File: src/hw/btd_consts.svh
// Constants for the bus band and tuning decoder.
`ifndef BTD_CONSTS_SVH
`define BTD_CONSTS_SVH

`define BTD_CHAR_BAND 7'h42
`define BTD_CHAR_VOLT 7'h56
`define BTD_CHAR_EXEC 7'h45
`define BTD_CHAR_MODE 7'h4d
`define BTD_CHAR_ZERO 7'h30
`define BTD_CHAR_NINE 7'h39
`define BTD_CHAR_BAND_FIRST 7'h31
`define BTD_CHAR_BAND_LAST 7'h34
`define BTD_DIGIT_LSB 0
`define BTD_DIGIT_WIDTH 4
`define BTD_DIGITS 4
`define BTD_TUNE_RESET 16'h0000
`define BTD_BAND_RESET 4'h0
`define BTD_DAC_LEVELS 10000
`define BTD_STROBE_NS 300
`define BTD_CLK_MHZ 100
`define BTD_STROBE_CYCLES ((`BTD_STROBE_NS * `BTD_CLK_MHZ) / 1000)

`endif

File: src/hw/btd_pkg.sv
// Types shared by the bus band and tuning decoder.
package btd_pkg;
    typedef struct packed {
        logic attention;
        logic listen;
        logic valid;
        logic [6:0] data;
    } btd_char_t;

    typedef struct packed {
        logic [15:0] code;
        logic entry;
    } btd_tune_t;

    typedef enum logic [1:0] {
        BTD_IDLE = 2'b00,
        BTD_BAND_WAIT = 2'b01
    } btd_band_state_t;
endpackage : btd_pkg
File: src/hw/btd_decoder.sv
// Command decoder turning bus characters into band select and tuning code.
`timescale 1ns/1ps
`include "btd_consts.svh"
module btd_decoder #(
    parameter int STROBE_CYCLES = `BTD_STROBE_CYCLES
) (
    input wire logic clk_in,
    input wire logic rst_n_in,
    input wire logic attention_in,
    input wire logic listen_in,
    input wire logic byte_valid_in,
    input wire logic [6:0] data_in,
    output logic data_strobe_out,
    output logic remote_band_latch_enable_out,
    output logic [3:0] band_select_out,
    output logic tuning_entry_out,
    output logic [15:0] tune_code_out,
    output logic code_valid_out
);
    import btd_pkg::*;

    // Two-stage synchronisers for all pins from the bus.
    logic [9:0] sync1;
    logic [9:0] sync2;
    always_ff @(posedge clk_in or negedge rst_n_in) begin
        if (!rst_n_in) begin
            sync1 <= 10'h000;
            sync2 <= 10'h000;
        end else begin
            sync1 <= {attention_in, listen_in, byte_valid_in, data_in};
            sync2 <= sync1;
        end
    end

    btd_char_t rx;
    assign rx = btd_char_t'(sync2);

    // Detect the start of each valid byte.
    logic valid_d;
    always_ff @(posedge clk_in or negedge rst_n_in) begin
        if (!rst_n_in) begin
            valid_d <= 1'b0;
        end else begin
            valid_d <= rx.valid;
        end
    end

    wire byte_start = rx.valid && !valid_d && rx.listen && !rx.attention;

    // Data strobe pulse width counter and latched character.
    logic [7:0] strobe_cnt;
    logic [6:0] held_char;
    wire strobe_active = (strobe_cnt != 8'h00);
    wire strobe_last = (strobe_cnt == 8'h01);
    always_ff @(posedge clk_in or negedge rst_n_in) begin
        if (!rst_n_in) begin
            strobe_cnt <= 8'h00;
            held_char <= 7'h00;
        end else if (byte_start && !strobe_active) begin
            strobe_cnt <= 8'(STROBE_CYCLES);
            held_char <= rx.data;
        end else if (strobe_active) begin
            strobe_cnt <= strobe_cnt - 8'h01;
        end
    end

    // Character decode of the held byte.
    wire is_band = (held_char == `BTD_CHAR_BAND);
    wire is_volt = (held_char == `BTD_CHAR_VOLT);
    wire is_exec = (held_char == `BTD_CHAR_EXEC);
    wire is_mode = (held_char == `BTD_CHAR_MODE);
    wire is_num = (held_char >= `BTD_CHAR_ZERO) && (held_char <= `BTD_CHAR_NINE);
    wire is_band_num = (held_char >= `BTD_CHAR_BAND_FIRST) && (held_char <= `BTD_CHAR_BAND_LAST);

    // Band pending state machine; decoder actions fire once at the strobe's trailing edge.
    btd_band_state_t band_state;
    btd_band_state_t next_band_state;
    wire strobe_end = strobe_last;
    wire band_pending = (band_state == BTD_BAND_WAIT);
    always_comb begin
        next_band_state = band_state;
        case (band_state)
            BTD_IDLE: begin
                if (strobe_end && is_band) begin
                    next_band_state = BTD_BAND_WAIT;
                end
            end
            BTD_BAND_WAIT: begin
                if (strobe_end) begin
                    next_band_state = is_band ? BTD_BAND_WAIT : BTD_IDLE;
                end
            end
            default: next_band_state = BTD_IDLE;
        endcase
    end

    always_ff @(posedge clk_in or negedge rst_n_in) begin
        if (!rst_n_in) begin
            band_state <= BTD_IDLE;
        end else begin
            band_state <= next_band_state;
        end
    end

    // Band latch enable follows the strobe of the byte after the band command.
    wire next_latch = band_pending && strobe_active;
    wire take_band = band_pending && strobe_end && is_band_num;
    wire [1:0] band_idx = 2'(held_char - `BTD_CHAR_BAND_FIRST);

    always_ff @(posedge clk_in or negedge rst_n_in) begin
        if (!rst_n_in) begin
            remote_band_latch_enable_out <= 1'b0;
            band_select_out <= `BTD_BAND_RESET;
            data_strobe_out <= 1'b0;
        end else begin
            remote_band_latch_enable_out <= next_latch;
            data_strobe_out <= strobe_active;
            if (take_band) begin
                band_select_out <= 4'h1 << band_idx;
            end
        end
    end

    // Tuning entry flag and digit control.
    wire ends_entry = tuning_entry_out && (is_exec || is_band || is_mode);
    wire transfer = strobe_end && (is_exec || ends_entry);
    wire clear_digits = strobe_end && is_volt;
    wire shift_digit = strobe_end && is_num;

    always_ff @(posedge clk_in or negedge rst_n_in) begin
        if (!rst_n_in) begin
            tuning_entry_out <= 1'b0;
            code_valid_out <= 1'b0;
        end else begin
            if (clear_digits) begin
                tuning_entry_out <= 1'b1;
            end else if (transfer) begin
                tuning_entry_out <= 1'b0;
            end
            if (transfer) begin
                code_valid_out <= 1'b1;
            end
        end
    end

    // Storage register output drives the converter code directly.
    btd_digit_store #(
        .DIGITS(`BTD_DIGITS)
    ) u_store (
        .clk_in(clk_in),
        .rst_n_in(rst_n_in),
        .clear_in(clear_digits),
        .shift_in(shift_digit),
        .digit_in(held_char[`BTD_DIGIT_LSB +: `BTD_DIGIT_WIDTH]),
        .transfer_in(transfer),
        .stored_out(tune_code_out)
    );

    // The strobe stays high for at least its first eight cycles once it starts.
    AST_STROBE_WIDTH: assert property (@(posedge clk_in) disable iff (!rst_n_in)
        $rose(strobe_active) |-> strobe_active [*8])
        else $error("Data strobe shorter than expected.");
    // An accepted byte loads the full strobe width into the counter.
    AST_STROBE_LOAD: assert property (@(posedge clk_in) disable iff (!rst_n_in)
        (byte_start && !strobe_active) |=> strobe_cnt == 8'(STROBE_CYCLES))
        else $error("Strobe counter not loaded with its width.");
    // The strobe pin follows the internal strobe one cycle later.
    AST_STROBE_OUT: assert property (@(posedge clk_in) disable iff (!rst_n_in)
        data_strobe_out == $past(strobe_active))
        else $error("Strobe output does not follow the counter.");
    // A running strobe counts down by one every cycle.
    AST_STROBE_COUNTS_DOWN: assert property (@(posedge clk_in) disable iff (!rst_n_in)
        strobe_active |=> strobe_cnt == $past(strobe_cnt) - 8'h01)
        else $error("Strobe counter did not count down.");
    // The last strobe cycle is followed by a quiet cycle.
    AST_STROBE_ENDS: assert property (@(posedge clk_in) disable iff (!rst_n_in)
        strobe_last |=> !strobe_active)
        else $error("Strobe did not end after its last cycle.");
    // One rising valid edge gives one start pulse only.
    AST_START_ONCE: assert property (@(posedge clk_in) disable iff (!rst_n_in)
        byte_start |=> !byte_start)
        else $error("Byte start lasted more than one cycle.");
    // The held character cannot change under a running strobe.
    AST_CHAR_STABLE: assert property (@(posedge clk_in) disable iff (!rst_n_in)
        strobe_active |=> $stable(held_char))
        else $error("Held character changed during strobe.");
    // An accepted byte captures the synchronised data lines.
    AST_CHAR_CAPTURE: assert property (@(posedge clk_in) disable iff (!rst_n_in)
        (byte_start && !strobe_active) |=> held_char == $past(rx.data))
        else $error("Accepted character not captured.");
    // The second synchroniser stage copies the first.
    AST_SYNC_TWO_STAGE: assert property (@(posedge clk_in) disable iff (!rst_n_in)
        sync2 == $past(sync1))
        else $error("Synchroniser stages out of step.");

    // No strobe starts while attention is true.
    AST_NO_DATA_IN_ATTN: assert property (@(posedge clk_in) disable iff (!rst_n_in)
        (rx.attention && !strobe_active) |=> !strobe_active)
        else $error("Strobe started during attention.");
    // No strobe starts while the device is not addressed to listen.
    AST_NO_DATA_UNLISTENED: assert property (@(posedge clk_in) disable iff (!rst_n_in)
        (!rx.listen && !strobe_active) |=> !strobe_active)
        else $error("Strobe started while not listening.");

    // A band command sets the pending flag at the strobe's end.
    AST_BAND_PENDING: assert property (@(posedge clk_in) disable iff (!rst_n_in)
        (strobe_end && is_band) |=> band_pending)
        else $error("Band command did not set pending flag.");
    // Only a band command can raise the pending flag.
    AST_PENDING_ONLY_BAND: assert property (@(posedge clk_in) disable iff (!rst_n_in)
        (!band_pending && !(strobe_end && is_band)) |=> !band_pending)
        else $error("Pending flag set without band command.");
    // A byte other than a band command after the band command drops the pending flag.
    AST_PENDING_CLEARS: assert property (@(posedge clk_in) disable iff (!rst_n_in)
        (band_pending && strobe_end && !is_band) |=> !band_pending)
        else $error("Pending flag not cleared by following byte.");

    // The latch enable only rises after a pending flag.
    AST_LATCH_ONLY_PENDING: assert property (@(posedge clk_in) disable iff (!rst_n_in)
        $rose(remote_band_latch_enable_out) |-> $past(band_pending))
        else $error("Band latch enable without pending flag.");
    // The strobe of the byte after the band command opens the latch.
    AST_LATCH_DURING_STROBE: assert property (@(posedge clk_in) disable iff (!rst_n_in)
        (band_pending && strobe_active) |=> remote_band_latch_enable_out)
        else $error("Band latch enable missing during strobe.");
    // Without a strobe the latch stays closed.
    AST_LATCH_IDLE: assert property (@(posedge clk_in) disable iff (!rst_n_in)
        !strobe_active |=> !remote_band_latch_enable_out)
        else $error("Band latch enable outside a strobe.");
    // The latch enable never stands without the strobe pin.
    AST_LATCH_WITH_STROBE: assert property (@(posedge clk_in) disable iff (!rst_n_in)
        remote_band_latch_enable_out |-> data_strobe_out)
        else $error("Band latch enable without data strobe.");

    // A taken band number leaves exactly one select line high.
    AST_ONE_HOT_BAND: assert property (@(posedge clk_in) disable iff (!rst_n_in)
        $past(take_band) |-> $onehot(band_select_out))
        else $error("Band select not one-hot.");
    // Band characters one to four select lines zero to three.
    AST_BAND_VALUE: assert property (@(posedge clk_in) disable iff (!rst_n_in)
        take_band |=> band_select_out == (4'h1 << (held_char[1:0] - 2'h1)))
        else $error("Band select does not match band number.");
    // The band select holds unless a band number is taken.
    AST_BAND_HOLDS: assert property (@(posedge clk_in) disable iff (!rst_n_in)
        !take_band |=> $stable(band_select_out))
        else $error("Band select changed without a band number.");

    // A voltage command sets the entry flag.
    AST_VOLT_SETS_ENTRY: assert property (@(posedge clk_in) disable iff (!rst_n_in)
        clear_digits |=> tuning_entry_out)
        else $error("Voltage command did not set entry flag.");
    // An execute command clears the entry flag.
    AST_EXEC_CLEARS: assert property (@(posedge clk_in) disable iff (!rst_n_in)
        (strobe_end && is_exec) |=> !tuning_entry_out)
        else $error("Execute did not clear entry flag.");
    // An execute command transfers the digits.
    AST_EXEC_TRANSFERS: assert property (@(posedge clk_in) disable iff (!rst_n_in)
        (strobe_end && is_exec) |=> code_valid_out)
        else $error("Execute did not transfer the digits.");
    // A mode command during entry ends it and transfers.
    AST_ENTRY_END: assert property (@(posedge clk_in) disable iff (!rst_n_in)
        (strobe_end && tuning_entry_out && is_mode) |=> !tuning_entry_out ##0 code_valid_out)
        else $error("Mode during entry did not transfer.");
    // A band command during entry ends it.
    AST_BAND_ENDS_ENTRY: assert property (@(posedge clk_in) disable iff (!rst_n_in)
        (strobe_end && tuning_entry_out && is_band) |=> !tuning_entry_out)
        else $error("Band during entry did not end it.");
    // The entry flag holds between voltage and transfer events.
    AST_ENTRY_HOLDS: assert property (@(posedge clk_in) disable iff (!rst_n_in)
        (!clear_digits && !transfer) |=> $stable(tuning_entry_out))
        else $error("Entry flag changed without an event.");

    // Only decimal digits enter the shift register.
    AST_BCD_RANGE: assert property (@(posedge clk_in) disable iff (!rst_n_in)
        shift_digit |-> held_char[3:0] <= 4'h9)
        else $error("Non-decimal digit shifted.");
    // Every stored digit is decimal, so the code is one of the converter levels.
    AST_CODE_BCD: assert property (@(posedge clk_in) disable iff (!rst_n_in)
        tune_code_out[3:0] <= 4'h9 && tune_code_out[7:4] <= 4'h9 &&
        tune_code_out[11:8] <= 4'h9 && tune_code_out[15:12] <= 4'h9)
        else $error("Stored code holds a non-decimal digit.");
    // The converter code only changes on a transfer.
    AST_CODE_HOLDS: assert property (@(posedge clk_in) disable iff (!rst_n_in)
        !transfer |=> $stable(tune_code_out))
        else $error("Converter code changed without transfer.");
    // Once a code has been transferred the valid flag stays high.
    AST_CODE_VALID_STICKY: assert property (@(posedge clk_in) disable iff (!rst_n_in)
        code_valid_out |=> code_valid_out)
        else $error("Code valid flag dropped.");
    // The valid flag only rises on a transfer.
    AST_VALID_ONLY_XFER: assert property (@(posedge clk_in) disable iff (!rst_n_in)
        (!code_valid_out && !transfer) |=> !code_valid_out)
        else $error("Code valid flag rose without transfer.");
endmodule : btd_decoder

File: src/hw/btd_digit_store.sv
// Four-digit tuning shift register with parallel storage register.
`timescale 1ns/1ps
`include "btd_consts.svh"
module btd_digit_store #(
    parameter int DIGITS = `BTD_DIGITS
) (
    input wire logic clk_in,
    input wire logic rst_n_in,
    input wire logic clear_in,
    input wire logic shift_in,
    input wire logic [3:0] digit_in,
    input wire logic transfer_in,
    output logic [4*DIGITS-1:0] stored_out
);
    logic [4*DIGITS-1:0] shift_q;

    // New digit enters the first position; the oldest falls off the far end.
    always_ff @(posedge clk_in or negedge rst_n_in) begin
        if (!rst_n_in) begin
            shift_q <= '0;
        end else if (clear_in) begin
            shift_q <= '0;
        end else if (shift_in) begin
            shift_q <= {shift_q[4*DIGITS-5:0], digit_in};
        end
    end

    // Parallel copy into the storage register on a transfer pulse.
    always_ff @(posedge clk_in or negedge rst_n_in) begin
        if (!rst_n_in) begin
            stored_out <= '0;
        end else if (transfer_in) begin
            stored_out <= shift_q;
        end
    end

    AST_TRANSFER_COPIES: assert property (@(posedge clk_in) disable iff (!rst_n_in)
        transfer_in |=> stored_out == $past(shift_q))
        else $error("Storage register did not copy shift register.");
    AST_SHIFT_IN: assert property (@(posedge clk_in) disable iff (!rst_n_in)
        (shift_in && !clear_in) |=> shift_q[3:0] == $past(digit_in))
        else $error("Digit not shifted into first position.");
    AST_SHIFT_DROPS_OLDEST: assert property (@(posedge clk_in) disable iff (!rst_n_in)
        (shift_in && !clear_in) |=> shift_q[4*DIGITS-1:4] == $past(shift_q[4*DIGITS-5:0]))
        else $error("Older digits not moved up by one position.");
    AST_CLEAR: assert property (@(posedge clk_in) disable iff (!rst_n_in)
        clear_in |=> shift_q == '0)
        else $error("Shift register not cleared.");
endmodule : btd_digit_store

File: config.mk
export PLATFORM = sky130hd
export DESIGN_NAME = btd_decoder
export DESIGN_NICKNAME = d
export VERILOG_FILES = /design/src/hw/btd_pkg.sv /design/src/hw/btd_decoder.sv /design/src/hw/btd_digit_store.sv
export VERILOG_INCLUDE_DIRS = /design/src /design/src/hw
export SDC_FILE = /design/constraint.sdc
export NUM_CORES = 1
export LEC_CHECK = 0
export BUFFER_PORTS_ARGS = -buffer_cell sky130_fd_sc_hd__buf_2
export CORE_UTILIZATION = 35
export DETAILED_ROUTE_END_ITERATION = 6
export HOLD_SLACK_MARGIN = 0.15
export SKIP_CTS_REPAIR_TIMING = 1
export SLEW_MARGIN = 20
export SYNTH_ARGS = -nofsm -noshare
export SYNTH_HDL_FRONTEND = slang
export SYNTH_SLANG_ARGS = --single-unit
export TNS_END_PERCENT = 10
File: constraint.sdc
create_clock -name clk_in -period 2.37 [get_ports clk_in]
set_clock_uncertainty 0.05 [all_clocks]
set_input_delay 0.1185 -clock clk_in [delete_from_list [all_inputs] [get_ports clk_in]]
set_output_delay 0.1185 -clock clk_in [all_outputs]
set_load 0.02 [all_outputs]
==> results of run 1 <==
-- kinds of logic (layout without fill, tap and decap cells) --
logic type,Yosys count,after routing,synth area share
flops,77,77,0.6757
simple gates,43,43,0.1005
mux,31,31,0.1198
compound gates,25,25,0.06714
buf+inv,12,71,0.01887
xor+xnor,3,3,0.009216
fa+ha+maj,2,2,0.008774
-- worst min-delay path by stage --
stage,startpoint,slack (ns),cells after the start,endpoint
after CTS,byte_valid_in,-0.19,1,sync1[7]
after floorplan,rst_n_in,-0.23,0,band_select_out[0]
after global placement,attention_in,0.18,1,sync1[9]
final,sync1[3],0.30,0,rx[3]
after detailed placement,data_in[0],0.18,1,sync1[0]
after global routing,sync1[0],0.31,0,rx[0]
-- synthesized netlist by cell type (2+ instances only) --
| cell type | number | area [um^2] |
|---|---|---|
| nand2b_1 | 3 | 18.77 |
| a22o_1 | 14 | 122.6 |
| nor2b_1 | 2 | 12.51 |
| o21ai_0 | 3 | 15.01 |
| and2_1 | 2 | 12.51 |
| nand2_1 | 9 | 33.78 |
| nand3_1 | 2 | 10.01 |
| xnor2_1 | 2 | 17.52 |
| dfrtp_1 | 77 | 1927 |
| mux2i_1 | 6 | 60.06 |
| ha_1 | 2 | 25.02 |
| nor4_4 | 2 | 42.54 |
| mux2_2 | 24 | 270.3 |
| clkbuf_1 | 3 | 11.26 |
| a21oi_1 | 3 | 15.01 |
| nor3b_1 | 3 | 22.52 |
| nor2_1 | 8 | 30.03 |
| inv_1 | 7 | 26.28 |
-- flip-flops by register name (all words and copies together) (netlist names) --
signal	count
band_select_out	4
tuning_entry_out	1
sync1	10
rx	10
remote_band_latch_enable_out	1
code_valid_out	1
held_char	7
u_store.stored_out	16
data_strobe_out	1
valid_d	1
strobe_cnt	8
u_store.shift_q	16
band_state	1
-- per-stage QoR --
stage | hold WS (ns) | instance area, um^2 | total power (uW)
floorplan | -0.2271 | 2851 | 1765
global placement | 0.1778 | 3172 | 1869
detailed placement | 0.1778 | 3172 | 1884
CTS | -0.1897 | 3373 | 2926
global route | 0.3085 | 3483 | 3058
finish | 0.3014 | 3483 | 2899
-- power by group through the flow --
stage | logic, uW | registers (uW) | clock network, uW
floorplan | 217 | 1550 | 0
finish | 309 | 1560 | 1030
detailed placement | 302 | 1580 | 0
global route | 355 | 1580 | 1130
global placement | 292 | 1580 | 0
CTS | 301 | 1560 | 1070
-- metal layers --
metal  vias to the layer above  GRT usage
met3                         6    0.04395
li1                        796          -
met4                         0    0.06250
met5                         -          0
met1                       844     0.1851
met2                        53     0.1723
-- cell usage in the layout, fill, tap and decap left out, types with 2 or more instances in the layout --
cell type      count
inv_1              7
bufinv_16          2
dfrtp_1           77
clkinv_2           2
nand2_1            9
xnor2_1            2
buf_2             34
nor2b_1            2
dlygate4sd3_1     11
a21oi_1            3
ha_1               2
nand3_1            2
nand2b_1           3
nor3b_1            3
clkbuf_8           9
nor2_1             8
and2_1             2
mux2_2            24
a22o_1            14
nor4_4             2
mux2i_1            6
o21ai_0            3
buf_4              4
-- cell type report --
| type | instances | share of cell area |
|---|---|---|
| clock buffers | 9 | 0.03556 |
| repair buffers | 50 | 0.09483 |
| well taps | 102 | 0.03664 |
| multi-input cells | 104 | 0.2500 |
| flip-flops and latches | 77 | 0.5532 |
| inverters | 7 | 0.007543 |
| clock inverters | 5 | 0.02227 |
-- critical path, delay by kind of cell, from the launching register on --
kind                     cells  cell delay (ns)
multiplexers                 1             0.33
AND/OR/NAND/NOR              3             0.82
buffers and inverters        2             0.29
adder cells (fa/ha/maj)      1             0.13
flip-flops                   1             0.41
==> flow_summary.ini, run 1 <==
[detailed_routing]
drc = 0
top_layer_used = met4
drt_pass1_iterations = 5
routed_via_density = 4.799
wirelength_met1_mm = 2.403
detail-route-antenna-nets = 0
wl_met2_mm = 2.011
drt_iter0_drc = 95
vias = 1699
wl_per_cell_um = 13.48
wirelength_mm = 4.772
met3WireLength_um = 255

[place]
routabilityCongestion = 0.7907
post-place-ws_ns = 0.2144
placed_cells = 329
port_buffers = 35
dp_hpwl_mm = 2.951

[finish]
nFillCells = 702
post-route-util = 0.4462
drive_above_1_share = 0.3254
areaGrowthSynthToFinish_pct = 22.16
antenna_cells = 0
register_area_mm2 = 0.001927
nets = 263
multi_input_area_um2 = 870.8
layout.cells.non_filler = 354

[critical_path]
cp_slowest_cell = dfrtp_1
critical_path_required_ns = 2.55
arrival_ns = 2.32
rr_startpoint = strobe_cnt[1]
cp-endpoint = u_store.stored_out[1]
crit_start = strobe_cnt[1]
r2r_slack_ns = 0.22
setup.worst_path.end_class = flop
path_class = reg2reg
cp-start-kind = flop
path_cells = inv_1 -> ha_1 -> nor3b_1 -> nand2_4 -> nor4_4 -> buf_12 -> mux2_2
rr_worst_depth = 7
r2r_end = u_store.stored_out[1]
cp_max_fo = 18
max_stage_delay_ns = 0.41

[synth]
syn-num-nets = 207
synth-seq-cells = 77
ys_async_sr_fraction = 1.000
syn_avg_cell_area_um2 = 14.77
synth_flop_cell = dfrtp_1
syn_inst = 193
ys_warn_count = 0
yosysSeqAreaShare = 0.6757
yosys.cell_types.count = 39
synthesis.area_mm2 = 0.002851
synth-edff-count = 0

[global_routing]
track_usage = 0.1289
grt_pass1_wl_mm = 8.231
antenna_found_initial = 0
grt_pass1_vias = 1656
grt_max_degree = 78
grt_overflow_total = 0

[clocking]
insertion_delay_ns = 0.34
cts_buffers = 9
cts.clk_slew.worst_paths_ns = 0.07
ctsRootBufferMaster = clkbuf_8
htreeDepth = 3
clockBufferDepth = 2
cts_tree = built
clkSinkCount = 77

[die]
initial_core_util = 0.3652
boundaryPins = 36
placementRows = 32
die_area_mm2 = 0.008512
core_area_mm2 = 0.007807
die_h_um = 92.26
die_w_um = 92.26

[timing]
worstMarginPinSlew_ns = 0.9538
layout_setup_ws_ns = 0.2241
tns_ns = 0
rsz0062_at_grt = false
slew_violations = 0
layout_min_cycle_time_ns = 2.146
fin_crit_sh = 0.9054
finalHoldViolCount = 0
relSlewSlack = 0.3641
finalSetupViolCount = 0
fmaxAchievable_mhz = 466.0

[power_and_ir_drop]
clkPwrFrac = 0.356
p_per_area_mw_per_mm2 = 832.1
p_switching_uw = 740.9
swShare = 0.2556
ir_drop_mv = 0.2823
power.internal_uw = 2158
p_leak_uw = 0.001709
pwr-share-seq = 0.538
pwr-share-comb = 0.107

[job]
cap_violations = 0

[min_path]
hold_path_class = reg2reg

[status]
status = finished, final reports clean
Note: power is estimated with default switching activity, not from simulation.
==> run 2, diff against run 1 <==
Settings changed: CORE_UTILIZATION 35 to 51, PLACE_DENSITY set to 0.74.
==> run 2 against run 1 <==
Effect of this change:
- flip-flop and latch count did not move
- die area fell by 31%
- critical path depth did not move
- count of clock-buffer cells in the layout rose by 4
- global-route usage rose by 4.1 points
- sequential share of layout area rose by 0.62 points
- non-clock buffer count did not move
- utilization rose by 21 points
- critical path type unchanged
- largest cell class unchanged
==> flow_summary.ini, run 2 (same netlist as run 1, synthesis figures left out) <==
[place]
dpl_cell_area_mm2 = 0.003132
port_buffers = 35
routabilityCongestion = 0.8105
dp_hpwl_mm = 2.783

[clocking]
insertion_delay_ns = 0.35
cts.clk_slew.worst_paths_ns = 0.07
ctsRootBufferMaster = clkbuf_8
clkSinkCount = 77
clockBufferDepth = 2
cts_buffers = 9
cts_tree = built
htreeDepth = 3

[detailed_routing]
routed_via_density = 5.127
drc = 0
drt_pass1_iterations = 4
drt_iter0_drc = 63
wirelength_mm = 4.480
wl_per_cell_um = 13.83
detail-route-antenna-nets = 0
vias = 1661

[timing]
fin_crit_sh = 0.9197
layout_min_cycle_time_ns = 2.180
finalSetupViolCount = 0
fmaxAchievable_mhz = 458.8
worstMarginPinSlew_ns = 0.9285
tns_ns = 0
finalHoldViolCount = 0
rsz0062_at_grt = false
relSlewSlack = 0.3810
whs_ns = 0.3011
slew_violations = 0

[power_and_ir_drop]
p_leak_uw = 0.001712
swShare = 0.2553
pwr-share-seq = 0.544
pwr-share-comb = 0.109
clkPwrFrac = 0.347
p_switching_uw = 729.1
power_uw = 2855
p_per_area_mw_per_mm2 = 829.0
ir_drop_mv = 0.6155
power.internal_uw = 2126

[critical_path]
r2r_slack_ns = 0.19
arrival_ns = 2.36
critical_path_required_ns = 2.55
cp-start-kind = flop
cp_max_fo = 18
path_class = reg2reg
setup.worst_path.end_class = flop

[global_routing]
grt_max_degree = 78
grt_pass1_vias = 1593
track_usage = 0.1701
antenna_found_initial = 0
grt_pass1_wl_mm = 7.527
grt_overflow_total = 0

[die]
core_area_mm2 = 0.005238
boundaryPins = 36
die_w_um = 76.78
die_h_um = 76.78
initial_core_util = 0.5444
die_area_mm2 = 0.005894
placementRows = 26

[finish]
post-route-util = 0.6577
layout_commonest_cell = dfrtp_1
design_area_mm2 = 0.003445
areaGrowthSynthToFinish_pct = 20.80
nFillCells = 380
largestRegisters = u_store.shift_q x16, u_store.stored_out x16
register_area_mm2 = 0.001927
nets = 263
multi_input_area_um2 = 870.8
antenna_cells = 0
layout_common_cells = dfrtp_1, buf_2, mux2_2, a22o_1
drive_above_1_share = 0.3228

[job]
cap_violations = 0

[min_path]
hold_path_class = reg2reg

[status]
status = finished, final reports clean
[run 2: changes by cell type in the layout (fill, tap and decap cells not counted)]
cell        delta
clkbuf_1       +2
bufinv_16      -1
clkinv_2       -1
clkinv_4       +1
clkbuf_8       +2
clkinvlp_4     -1
[run 2: path summary, 6_finish.rpt]
path	startpoint	to	cells past startpoint
max	strobe_cnt[1]	u_store.stored_out[0]	7
min	sync1[8]	rx[8]	0
max reg2reg	strobe_cnt[1]	u_store.stored_out[0]	7
min reg2reg	sync1[8]	rx[8]	0
max in group asynchronous	rst_n_in	sync1[3]	2
min in group asynchronous	rst_n_in	code_valid_out	2
[run 2: layer usage]
layer  track usage  share of wire  up-vias  wire length, um
li1              -              -      797                -
met1        0.2316           0.50      815             2253
met2        0.2402           0.43       41             1934
met3       0.06429          0.047        8              212
met4       0.08077          0.018        0               79
met5             0              0        -                0
[run 2: stage by stage]
stage | cells | setup WS (ns)
2_1_floorplan | 193 | 0.1332
3_3_place_gp | 297 | 0.2786
3_5_place_dp | 297 | 0.1781
4_1_cts | 313 | 0.1806
5_1_grt | 324 | 0.09704
6_report | 324 | 0.1904
[run 2: power by group through the flow]
stage	sequential (uW)	clock (uW)	combinational, uW
global route	1570	1080	357
global placement	1570	0	289
floorplan	1550	0	217
detailed placement	1580	0	303
CTS	1550	1020	304
finish	1550	992	311
[run 2: final cells by class]
class | instances | area share
well taps | 70 | 0.02543
clock buffers | 13 | 0.04613
multi-input cells | 104 | 0.2528
flip-flops and latches | 77 | 0.5594
clock inverters | 3 | 0.01271
repair buffers | 50 | 0.09590
inverters | 7 | 0.007628
[run 2: critical path: stages, from the launching register on]
cell	delay, ns
dfrtp_1	0.41
inv_1	0.09
ha_1	0.13
nor3b_1	0.36
nand2_4	0.13
nor4_4	0.34
buf_12	0.20
mux2_2	0.34
==> run 3, diff against run 2 <==
Settings changed: ABC_AREA set to 1, CORE_UTILIZATION 51 to 55, PLACE_DENSITY 0.74 to 0.76.
Clock period 2.37 ns to 2.3 ns, I/O delays scaled along.
==> run 3 against run 2 <==
Effect of this change:
- die area shrank 0.23%
- clock power grew 18%
- final cell count rose by 33%
- highest routed layer unchanged
- first-iteration DRC count rose by 130%
- sequential power rose by 3%
- fmax up 12%
- worst setup slack improved by 0.17 ns
- synthesized area rose by 7.6%
- sequential share of layout area down 2.8 points
==> flow_summary.ini, run 3 <==
[synth]
synth-seq-cells = 77
yosys.cell_count.top_type = nand2_1
ys_warn_count = 0
yosysSeqAreaShare = 0.6281
ys_async_sr_fraction = 1.000
yosysTopAreaCell = dfrtp_1
synth_flop_cell = dfrtp_1
synthTopCellsByArea = dfrtp_1, nand2_1, nand3_1
ys_top_cells_by_count = nand2_1, dfrtp_1, nand3_1, o21ai_0, inv_1
synth_top_area_share = 0.6281
synth-edff-count = 0
yosys.cell_types.count = 30
syn_inst = 306
syn_avg_cell_area_um2 = 10.03
syn-num-nets = 320
synthesis.area_mm2 = 0.003068

[job]
cap_violations = 0

[global_routing]
grt_pass1_vias = 2122
grt_overflow_total = 0
track_usage = 0.2026
antenna_found_initial = 0
grt_pass1_wl_mm = 9.246
grt_max_degree = 78

[critical_path]
cp_slowest_cell = dfrtp_1
critical_path_required_ns = 2.51
crit_top_cell = o21ai_0
arrival_ns = 2.16
path_class = reg2reg
cp_top_family = simple AND/OR/NAND/NOR gates
setup.worst_path.end_class = flop
cp-start-kind = flop
path_cells = inv_1 -> ha_1 -> nand2_1 -> nor2_2 -> nand3_1 -> nor2_4 -> o21ai_0 -> o21ai_0
crit_buf_inv = 1
cp_max_fo = 17
max_stage_delay_ns = 0.41

[finish]
nFillCells = 402
design_area_mm2 = 0.003623
layout_commonest_cell = nand2_1
layout_common_cells = nand2_1, dfrtp_1, nand3_1, buf_2, o21ai_0
drive_above_1_share = 0.2161
nets = 370
antenna_cells = 0
areaGrowthSynthToFinish_pct = 18.11
largestRegisters = u_store.shift_q x16, u_store.stored_out x16

[place]
routabilityCongestion = 0.7370
dpl_cell_area_mm2 = 0.003279
dp_hpwl_mm = 3.448
port_buffers = 35

[detailed_routing]
vias = 2188
drc = 0
drt_pass1_iterations = 5
drt_iter0_drc = 148
routed_via_density = 5.077
wl_per_cell_um = 12.84
wirelength_mm = 5.535
detail-route-antenna-nets = 0

[power_and_ir_drop]
p_per_area_mw_per_mm2 = 883.3
ir_drop_mv = 0.5962
p_leak_uw = 0.001921

[timing]
relSlewSlack = 0.3891
fmaxAchievable_mhz = 514.7
whs_ns = 0.2997
finalHoldViolCount = 0
fin_crit_sh = 0.8448
slew_violations = 0
finalSetupViolCount = 0
layout_min_cycle_time_ns = 1.943
tns_ns = 0
rsz0062_at_grt = false
worstMarginPinSlew_ns = 0.9164

[clocking]
insertion_delay_ns = 0.35
htreeDepth = 3
cts_buffers = 9
cts_tree = built
clockBufferDepth = 2
clkSinkCount = 77
cts.clk_slew.worst_paths_ns = 0.08
ctsRootBufferMaster = clkbuf_8

[die]
die_h_um = 76.69
die_w_um = 76.69
core_area_mm2 = 0.005238
die_area_mm2 = 0.005881
initial_core_util = 0.5858
placementRows = 26
boundaryPins = 36

[min_path]
hold_path_class = reg2reg

[status]
status = finished, final reports clean
run 3: layout make-up:
cell class                      instances  area (um^2)  share of cell area
Multi-Input combinational cell        204         1017              0.2807
Tap cell                               70        87.58             0.02417
Clock inverter                          5        82.58             0.02279
Clock buffer                           11        151.4             0.04178
Sequential cell                        77         1927              0.5318
Timing Repair Buffer                   46        287.8             0.07942
Inverter                               18        70.07             0.01934
run 3: worst paths after layout:
| kind | start | to | slack (ns) | depth (start not counted) |
|---|---|---|---|---|
| max reg2reg | strobe_cnt[0] | strobe_cnt[3] | 0.36 | 8 |
| min | sync1[9] | rx[9] | 0.30 | 0 |
| min in group asynchronous | rst_n_in | strobe_cnt[4] | 0.39 | 2 |
| max | strobe_cnt[0] | strobe_cnt[3] | 0.36 | 8 |
| min reg2reg | sync1[9] | rx[9] | 0.30 | 0 |
| max in group asynchronous | rst_n_in | sync1[0] | 1.22 | 2 |
run 3: power by group:
part	switching [uW]	total (uW)	internal, uW
Sequential	126	1600	1470
Combinational	264	432	168
Clock	498	1170	672
Total	889	3200	2310
run 3: worst register-to-register path: stages (launching register included):
cell     delay, ns
dfrtp_1       0.41
inv_1         0.13
ha_1          0.20
nand2_1       0.09
nor2_2        0.14
nand3_1       0.25
nor2_4        0.38
o21ai_0       0.12
o21ai_0       0.09
run 3: logic make-up after synthesis:
group / after synthesis / synth area share
AO/OA/AOI/OAI: 19 / 0.03385
XOR/XNOR: 3 / 0.008566
adder cells (fa/ha/maj): 2 / 0.008155
buffers and inverters: 25 / 0.04037
flip-flops: 77 / 0.6281
AND/OR/NAND/NOR: 180 / 0.2810
run 3: stage by stage:
step | utilization | instances | setup WS [ns] | power, uW
floorplan | - | 306 | 0.6929 | 1920
global placement | 0.6261 | 404 | 0.4041 | 2018
detailed placement | 0.6261 | 404 | 0.3707 | 2040
CTS | 0.6708 | 420 | 0.3540 | 3195
global route | 0.6918 | 431 | 0.1701 | 3349
finish | 0.6918 | 431 | 0.3570 | 3201
run 3: per-layer routing:
layer / part of all wire / routed length [um] / vias up / global-route usage
met5: 0 / 0 / - / 0
met4: 0.016 / 87 / 0 / 0.08846
met3: 0.037 / 206 / 10 / 0.06190
met2: 0.51 / 2848 / 41 / 0.3375
met1: 0.43 / 2392 / 1058 / 0.2424
li1: - / - / 1079 / -
